File: src/design/irq_mask_defines.vh
`ifndef IRQ_MASK_DEFINES_VH
`define IRQ_MASK_DEFINES_VH
// ==========================================
// register map
`define MASK_ADDR        7'h09
`define MASK_RST_VAL     16'h0140
`define MASK_LIVE_BITS   16'h01ff
// ==========================================
// field positions
`define BIT_SUPPLY       0
`define BIT_TEMP         1
`define BIT_BUS          2
`define BIT_HIGHSIDE     3
`define BIT_BRIDGE       4
`define BIT_SERIAL       5
`define BIT_WD_FAIL      6
`define BIT_WD_OFF       7
`define BIT_PERIODIC     8
// ==========================================
// timing
`define PULSE_NS         100
`define PERIOD_US        1000
`define CLK_MHZ          40
`define NS_PER_US        1000
`define NS_ROUND_UP      999
`endif

File: src/design/interrupt_mask_control.v
`timescale 1ns/1ps
`include "irq_mask_defines.vh"
// What this block does
// - bit 8 set: pulse interrupt output repeatedly while any interrupt is pending
// - bit 7 set: watchdog kept off in software development mode
// - bit 6 set: one pulse on watchdog trigger failure in development mode
// - bit 5 set: one pulse on serial frame or checksum fault
// - bit 4 set: one pulse when bridge-driver status flag sets
// - bit 3 set: one pulse when high-side status flag sets
// - bit 2 set: one pulse when bus status flag sets
// - bit 1 set: one pulse when temperature status flag sets
// - bit 0 set: one pulse when supply status flag sets
// - every enabled event pulses unless a pulse is already running, even if its status bit was already set
// - bits 15 to 9 always read as zero
// - power-on/soft reset loads 0x0140; restart clears 15:9, keeps 8:0
module interrupt_mask_control #(
    parameter PERIOD_CYC = `PERIOD_US * `CLK_MHZ
) (
    input  wire        clock,
    input  wire        sys_rst,
    input  wire        softRst,
    input  wire        restartRst,
    input  wire        regWrite,
    input  wire [6:0]  regAddr,
    input  wire [15:0] regWdata,
    output reg  [15:0] regRdata,
    input  wire        supplyEvt,
    input  wire        tempEvt,
    input  wire        busEvt,
    input  wire        highsideEvt,
    input  wire        bridgeEvt,
    input  wire        frameFaultEvt,
    input  wire        crcFaultEvt,
    input  wire        wdFailEvt,
    input  wire        devMode,
    input  wire        irqPending,
    output reg         watchdogActive,
    output wire        irq_out_n
);
    // ==========================================
    // design notes
    // - all event inputs are one-clock pulses from logic on this clock,
    //   so they are used without synchronising flops
    // - one pulse generator serves every source; events that land while a
    //   pulse runs merge into it, the host reads status to see them all
    // - the re-signal timer holds at its last count while a pulse runs,
    //   so a periodic reminder is delayed rather than lost
    // - a restart keeps the stored enables; only power-on and soft reset
    //   bring back the default enables

    // ==========================================
    // constants
    // pulse length rounded up to whole clocks so a slow clock never shortens it
    localparam PULSE_CYC_RAW = (`PULSE_NS * `CLK_MHZ + `NS_ROUND_UP) / `NS_PER_US;
    localparam PULSE_CYC     = (PULSE_CYC_RAW < 1) ? 1 : PULSE_CYC_RAW;
    // last count of the re-signal timer; a period of one clock fires every cycle the generator is free
    localparam PERIOD_LAST   = PERIOD_CYC - 1;
    localparam TICK_W        = 32;

    // ==========================================
    // functions
    // address match for the only register of this block
    function maskSelected;
        input [6:0] addr;
        begin
            maskSelected = (addr == `MASK_ADDR);
        end
    endfunction

    // timer at or past its last count; the compare is shared by timer and fire
    function periodReached;
        input [TICK_W-1:0] tick;
        begin
            periodReached = (tick >= PERIOD_LAST);
        end
    endfunction

    // keep the implemented bits only; reserved bits can never be stored
    function [15:0] liveBits;
        input [15:0] word;
        begin
            liveBits = word & `MASK_LIVE_BITS;
        end
    endfunction

    // ==========================================
    // declarations
    reg  [15:0]       mask_r;
    reg  [15:0]       mask_nxt;
    reg  [15:0]       rdata_nxt;
    reg               wdActive_nxt;
    reg  [TICK_W-1:0] tick_r;
    reg  [TICK_W-1:0] tick_nxt;
    wire              maskHit;
    wire              supplyHit;
    wire              tempHit;
    wire              busHit;
    wire              highsideHit;
    wire              bridgeHit;
    wire              serialHit;
    wire              wdFailHit;
    wire              evtFire;
    wire              timerRun;
    wire              periodicFire;
    wire              pulseBusy;

    // ==========================================
    // register write decode
    assign maskHit = regWrite && maskSelected(regAddr);

    // mask next value; all three reset kinds, restart included, outrank a write in the same cycle
    always @* begin
        mask_nxt = mask_r;
        if (sys_rst || softRst) begin
            mask_nxt = `MASK_RST_VAL;
        end else if (restartRst) begin
            mask_nxt = liveBits(mask_r);
        end else if (maskHit) begin
            mask_nxt = liveBits(regWdata);
        end
    end

    // mask storage; status flags live elsewhere, so a set flag never blocks an event
    always @(posedge clock) begin
        mask_r <= mask_nxt;
    end

    // ==========================================
    // read path
    // other addresses read zero so an unmapped read never echoes the mask
    always @* begin
        rdata_nxt = 16'h0000;
        if (maskSelected(regAddr)) begin
            rdata_nxt = liveBits(mask_r);
        end
    end

    // read data from flops; one clock of latency after the address
    always @(posedge clock) begin
        if (sys_rst) begin
            regRdata <= 16'h0000;
        end else begin
            regRdata <= rdata_nxt;
        end
    end

    // ==========================================
    // watchdog gate
    // off only while in development mode with the disable bit set
    always @* begin
        wdActive_nxt = ~(devMode & mask_r[`BIT_WD_OFF]);
    end

    // registered so the watchdog never sees a glitch from the mode input
    always @(posedge clock) begin
        if (sys_rst) begin
            watchdogActive <= 1'b1;
        end else begin
            watchdogActive <= wdActive_nxt;
        end
    end

    // ==========================================
    // event qualification
    // each input pulse is one event; a level held high fires again each time the generator is free
    assign supplyHit   = supplyEvt & mask_r[`BIT_SUPPLY];
    assign tempHit     = tempEvt & mask_r[`BIT_TEMP];
    assign busHit      = busEvt & mask_r[`BIT_BUS];
    assign highsideHit = highsideEvt & mask_r[`BIT_HIGHSIDE];
    assign bridgeHit   = bridgeEvt & mask_r[`BIT_BRIDGE];
    assign serialHit   = (frameFaultEvt | crcFaultEvt) & mask_r[`BIT_SERIAL];
    assign wdFailHit   = wdFailEvt & devMode & mask_r[`BIT_WD_FAIL];

    // any enabled source fires; status history plays no part
    assign evtFire = supplyHit | tempHit | busHit | highsideHit
                   | bridgeHit | serialHit | wdFailHit;

    // ==========================================
    // periodic re-signalling
    // the timer runs only while enabled and something is pending
    assign timerRun = mask_r[`BIT_PERIODIC] & irqPending;

    // at the last count the timer waits out a running pulse
    always @* begin
        if (!timerRun) begin
            tick_nxt = {TICK_W{1'b0}};
        end else if (periodReached(tick_r)) begin
            tick_nxt = pulseBusy ? tick_r : {TICK_W{1'b0}};
        end else begin
            tick_nxt = tick_r + {{(TICK_W-1){1'b0}}, 1'b1};
        end
    end

    // timer storage; cleared by reset, otherwise follows its next value
    always @(posedge clock) begin
        if (sys_rst) begin
            tick_r <= {TICK_W{1'b0}};
        end else begin
            tick_r <= tick_nxt;
        end
    end

    // reminder fires only when the generator is free to take it
    assign periodicFire = timerRun & periodReached(tick_r) & ~pulseBusy;

    // ==========================================
    // pulse shaping
    // the generator is shared, so its busy flag also paces the reminder
    irq_pulse_gen #(
        .LEN     (PULSE_CYC)
    ) u_pulse (
        .clock   (clock),
        .sys_rst (sys_rst),
        .fire    (evtFire | periodicFire),
        .busy    (pulseBusy),
        .irqOutN (irq_out_n)
    );
endmodule

File: src/design/irq_pulse_gen.v
`timescale 1ns/1ps
// ==========================================
// fixed-length low pulse generator
module irq_pulse_gen #(
    parameter LEN = 4
) (
    input  wire clock,
    input  wire sys_rst,
    input  wire fire,
    output wire busy,
    output reg  irqOutN
);
    reg [15:0] cnt_r;

    // count down; a fire while busy is merged into the running pulse
    always @(posedge clock) begin
        if (sys_rst) begin
            cnt_r   <= 16'h0000;
            irqOutN <= 1'b1;
        end else if (fire && cnt_r == 16'h0000) begin
            cnt_r   <= LEN[15:0];
            irqOutN <= 1'b0;
        end else if (cnt_r != 16'h0000) begin
            cnt_r   <= cnt_r - 16'h0001;
            irqOutN <= (cnt_r == 16'h0001);
        end else begin
            irqOutN <= 1'b1;
        end
    end

    assign busy = (cnt_r != 16'h0000);
endmodule

File: config.mk
export PLATFORM = sky130hd
export DESIGN_NAME = interrupt_mask_control
export DESIGN_NICKNAME = d
export VERILOG_FILES = /design/src/design/interrupt_mask_control.v /design/src/design/irq_pulse_gen.v
export VERILOG_INCLUDE_DIRS = /design/src /design/src/design
export SDC_FILE = /design/constraint.sdc
export NUM_CORES = 1
export LEC_CHECK = 0
export BUFFER_PORTS_ARGS = -buffer_cell sky130_fd_sc_hd__buf_2
export CAP_MARGIN = 25
export CELL_PAD_IN_SITES_DETAIL_PLACEMENT = 0
export CELL_PAD_IN_SITES_GLOBAL_PLACEMENT = 1
export CORE_ASPECT_RATIO = 0.9
export CORE_UTILIZATION = 30
export DETAILED_ROUTE_END_ITERATION = 7
export GPL_TIMING_DRIVEN = 0
export PLACE_DENSITY_LB_ADDON = 0.08
export REMOVE_ABC_BUFFERS = 1
export SYNTH_ARGS = -nofsm -noshare
export SYNTH_HDL_FRONTEND = slang
export SYNTH_HIERARCHICAL = 1
export SYNTH_SLANG_ARGS = --single-unit
File: constraint.sdc
create_clock -name clock -period 2.4 [get_ports clock]
set_clock_uncertainty 0.1 [all_clocks]
set_input_delay 0.12 -clock clock [delete_from_list [all_inputs] [get_ports clock]]
set_output_delay 0.12 -clock clock [all_outputs]
set_load 0.03 [all_outputs]
# == Word level (Yosys, flattened, before mapping) ==
# Index checks and enable logic that the tools add are counted.
# op_classes
addsub,2
bitwise,25
mux,6
n_reduce_logical,10
n_eq_ne,3
magnitude_cmp,1
# ops
cell,count
two-way mux 32 bit,2
"adder 32 x 1 -> 32 bit, second input constant",1
"greater-or-equal comparator 32 x 16 -> 1 bit, second input constant",1
"equality test 16 x 1 -> 1 bit, second input constant",1
logical NOT 16 bit,1
nonzero test 16 bit,1
"subtractor 16 x 1 -> 16 bit, second input constant",1
bitwise AND 1 bit,12
bitwise OR 1 bit,8
"equality test 7 x 4 -> 1 bit, second input constant",1
two-way mux 3 bit,2
OR reduction 2 bit,3
inverter 1 bit,5
logical AND 1 bit,2
two-way mux 1 bit,2
"inequality test 2 bit, second input constant",1
AND reduction 2 bit,1
nonzero test 2 bit,1
logical OR 1 bit,1
# totals
regBits,75

# == Longest topological paths before layout ==
# depth
word_depth,10
depth_mapped,10
ltp_nobuf,8

# == By module ==
# Netlist, hierarchy kept.
# modules_own_cells
module,seq_area_each_um2,area_per_inst_um2,cells_per_inst,instances
interrupt_mask_control,1021.0,2135.8,225,1
irq_pulse_gen,340.3,883.3,102,1

# == Least setup slack after synthesis ==
# No wires, ideal clock.
# synth_path
kind,register to register
from,register u_pulse.cnt_r[0]
to,register u_pulse.cnt_r[1]
t_arrival_ns,2.181
setup_time_ns,0.129
n_path_buf,2
t_required_ns,2.171
stages_incl_launch_ff,11
slack_ns,-0.009
path_cell_list,dfxtp_1 > inv_1 > ha_1 > nor4b_1 > and4_1 > inv_1 > clkbuf_1 > o31ai_1 > a21o_1 > buf_2 > a211oi_1
# synth_between
elab_chain_len,6
elab_cells_between_ends,8
classes_between,add/sub (1); bitwise (3); reduce/logical (4)
# synth_lines
item,line,text
start: declaration,irq_pulse_gen.v:13,reg [15:0] cnt_r;
start signal: assignment,irq_pulse_gen.v:21,cnt_r <= LEN[15:0];
start signal: assignment,irq_pulse_gen.v:24,cnt_r <= cnt_r - 16'h0001;
nonzero test 16 bit *,irq_pulse_gen.v:31,assign busy = (cnt_r != 16'h0000);
named net pulseBusy,interrupt_mask_control.v:105,wire pulseBusy;
inverter 1 bit,interrupt_mask_control.v:204,assign periodicFire = timerRun & periodReached(tick_r) & ~pulseBusy;
bitwise AND 1 bit,interrupt_mask_control.v:204,
bitwise OR 1 bit,interrupt_mask_control.v:214,".fire (evtFire | periodicFire),"
logical AND 1 bit,irq_pulse_gen.v:20,end else if (fire && cnt_r == 16'h0000) begin
OR reduction 2 bit (no line),n/a,
# Mark *: on every way through the listed nets, which the timed path passes. The rest lies on a longest branch.
# A chain may end at the register's enable or synchronous reset.

# == Worst setup path in the final report ==
# layout_path
from,register tick_r[6]
to,register tick_r[7]
# layout_between
elab_chain_len,2
elab_cells_between_ends,4
classes_between,add/sub (1); order compare (1); eq/ne (1); mux (1)
# layout_lines
item,line,text
start: declaration,interrupt_mask_control.v:92,reg [TICK_W-1:0] tick_r;
start signal: assignment,interrupt_mask_control.v:197,tick_r <= {TICK_W{1'b0}};
start signal: assignment,interrupt_mask_control.v:199,tick_r <= tick_nxt;
adder 32 x 1 -> 32 bit or greater-or-equal comparator 32 x 16 -> 1 bit (tied branches),"interrupt_mask_control.v:190, interrupt_mask_control.v:74",
two-way mux 32 bit or inequality test 2 bit (tied branches),n/a,
# Several ways; a longest one is shown, not always the timed one.

==> impl_metrics.ini <==
[grt]
gr-usage-all-layers = 0.1398
grt_pass1_wl_um = 11390
grt_overflow = 0
grt_max_degree = 22
grt_pass1_vias = 2378
antenna_found_initial = 0

[timing]
hold_ws_ns = 0.02965
maxSlewHeadroom = 0.5553
tightest_slew_ns = 0.6610
finalSetupViolations = 0
finalHoldViolCount = 0
grt_setup_unrepaired = false
period_needed_ns = 2.277
slew_violations = 0
fin_tns_setup_ns = 0
finalCritPeriodShare = 0.9489
timing.fmax_mhz = 439.1

[cells_and_area]
fin_nets = 423
num-fill-cells = 1009
final_util = 0.3844
antennaDiodeCount = 0
syn2layout_area_growth_pct = 24.04
drive_above_1_share = 0.2506

[synthesis]
synth_warnings = 6
synthTopCellsByArea = dfxtp_1, nand3_1, mux2i_1
async_flop_share = 0
yosysUniqueCellTypes = 57
netlist_area_um2 = 3019
synth-edff-count = 0
yosys.area.top_type = dfxtp_1
yosysSeqAreaShare = 0.4509
avgSynthCellArea_um2 = 9.233
synth_ff_type = dfxtp_1
synth_cells = 327
synth-seq-cells = 68
synth_top_area_share = 0.4509

[floorplanning]
die-area_um2 = 10470
fp-row-count = 34
core_um2 = 9742
start_util = 0.3099
die_height_um = 97.17
io_pins = 56
die_w_um = 107.7

[critical_path]
r2r-start = tick_r[6]$_SDFFE_PP0P_
worstPathMaxFanout = 21
cp-endpoint = tick_r[7]$_SDFFE_PP0P_
end_kind = flip-flop
r2r_end = tick_r[7]$_SDFFE_PP0P_
worst-setup-path-type = flip-flop to flip-flop
cp-startpoint = tick_r[6]$_SDFFE_PP0P_
cp-start-kind = flip-flop
worstPathArrival_ns = 2.46
worstPathRequired_ns = 2.59
r2r_setup_slack_ns = 0.12
r2r_cells = 5

[placement]
dp_hpwl_um = 4582
place.port_buffers = 41
gp_congestion = 0.7390

[clock_network]
cts_sinks = 68
cts_buffer_depth = 2
cts_tree = built
clk-insertion-delay-late_ns = 0.35
path_clk_slew_ns = 0.08
numCtsBuffers = 9
htreeDepth = 3
clockRootBuffer = clkbuf_8

[hold_path]
min_path_type = primary input to flip-flop
holdPathStages = 2

[pwr]
p_int_mw = 2.428
clockPowerShare = 0.294
ir_drop_v = 0.0005307
p_leak_nw = 1.446
comb_power_share = 0.322
p_sw_frac = 0.3453
netSwitchingPower_mw = 1.280
power_frac_seq = 0.384
power_density_nw_per_um2 = 990.2

[drt]
first_iter_violations = 127
wl_um = 6722
routed_via_density = 4.891
vias = 2509
drc = 0
wire_per_inst_um = 13.10
ant_nets = 0
dr.pass1.iters = 4

[run_status]
status = completed

[flow_run]
maxCapViolations = 0
==> power by group through the flow <==
stage | registers [mW] | logic [mW] | clock network, mW
floorplan | 1.40 | 0.789 | 0
global placement | 1.43 | 1.04 | 0
detailed placement | 1.43 | 1.05 | 0
CTS | 1.42 | 1.15 | 1.14
global route | 1.45 | 1.34 | 1.19
finish | 1.42 | 1.19 | 1.09
==> sequential cells by signal, summed over array words and instances (netlist names) <==
register / count
watchdogActive: 1
tick_r: 32
u_pulse/irqOutN: 1
u_pulse/cnt_r: 16
mask_r: 9
regRdata: 9
==> stage by stage <==
step	cells	area (um^2)	total power, mW	setup WS (ns)
after floorplan	312	2897	2.194	0.1073
after global placement	479	3259	2.474	-0.6977
after detailed placement	479	3259	2.476	-0.6400
after CTS	509	3697	3.706	0.01906
after global routing	513	3745	3.976	0.02827
final	513	3745	3.708	0.1227
==> what timing repair did <==
| item | in CTS | in global routing |
|---|---|---|
| pin swaps | 2 | 1 |
| endpoints found under the setup margin | 33 | 32 |
| resized for setup | 14 | 6 |
| hold buffers | 13 | 0 |
| hold endpoints to repair | 11 | 0 |
| setup buffers | 1 | 4 |
==> per-layer routing <==
metal,up-vias,track usage,wire (um)
li1,1299,-,-
met1,1158,0.1846,3426
met2,44,0.2145,2933
met3,8,0.04091,259
met4,0,0.05058,102
met5,-,0,0
==> how the worst min path moves through the flow <==
stage | from | endpoint
6_report | sys_rst | u_pulse/cnt_r[7]$_SDFFE_PP0P_
5_1_grt | sys_rst | u_pulse/cnt_r[7]$_SDFFE_PP0P_
4_1_cts | sys_rst | u_pulse/cnt_r[7]$_SDFFE_PP0P_
3_5_place_dp | softRst | mask_r[6]$_SDFFE_PP1P_
3_3_place_gp | softRst | mask_r[6]$_SDFFE_PP1P_
2_1_floorplan | sys_rst | u_pulse/cnt_r[7]$_SDFFE_PP0P_
==> Yosys cell counts (2+ instances only) <==
master and count:
and2_4 10, mux2i_1 10, clkbuf_1 6, o21ai_0 14
buf_4 7, and2_1 15, and4_1 2, a21oi_1 18
or2_2 4, buf_2 3, nand4_1 7, nand3b_1 4
nor2_1 21, a211o_1 2, nor3b_1 3, a21o_1 2
a211oi_1 2, ha_1 3, xnor2_1 2, nor4b_1 2
nand3_1 22, o31ai_1 5, or3_1 12, inv_1 5
nand2_1 16, or4_1 9, dfxtp_1 68, buf_6 3
nor4_1 8, nor3_1 10, a31oi_1 6
==> critical path, cell delays in order (launching register included) <==
cell      delay (ns)
dfxtp_1         0.36
or4_1           0.58
a31oi_4         0.24
o211ai_4        0.24
or4_1           0.55
a21oi_1         0.14
==> cell usage in the layout (no fill, tap or decap), types with 11 or more instances in the layout <==
cell type      instances
dfxtp_1               66
nand2_1               16
clkbuf_8              11
nor2_1                21
a21oi_1               17
o21ai_0               13
buf_2                 41
and2_1                15
dlygate4sd3_1         13
or3_1                 12
nand3_1               22
==> final cells by class <==
cell class                      count  area (um^2)  area share
Sequential cell                    68         1364      0.3642
Multi-Input combinational cell    239         1593      0.4253
Clock inverter                      5        83.83     0.02239
Tap cell                          126        157.7     0.04210
Inverter                            5        22.52    0.006014
Clock buffer                       11        151.4     0.04043
Timing Repair Buffer               59        372.9     0.09957
==> kinds of logic (layout without fill, tap and decap cells) <==
family	count (synthesis)	in the layout	share of synthesized area
other cells	1	7	0.001242
flops	68	68	0.4509
simple gates	156	156	0.3092
fa+ha+maj	3	3	0.01243
mux	10	10	0.03316
xor+xnor	3	3	0.008704
compound gates	60	60	0.1301
buf+inv	26	80	0.05429
No activity file was read; power rests on OpenSTA's default activity.
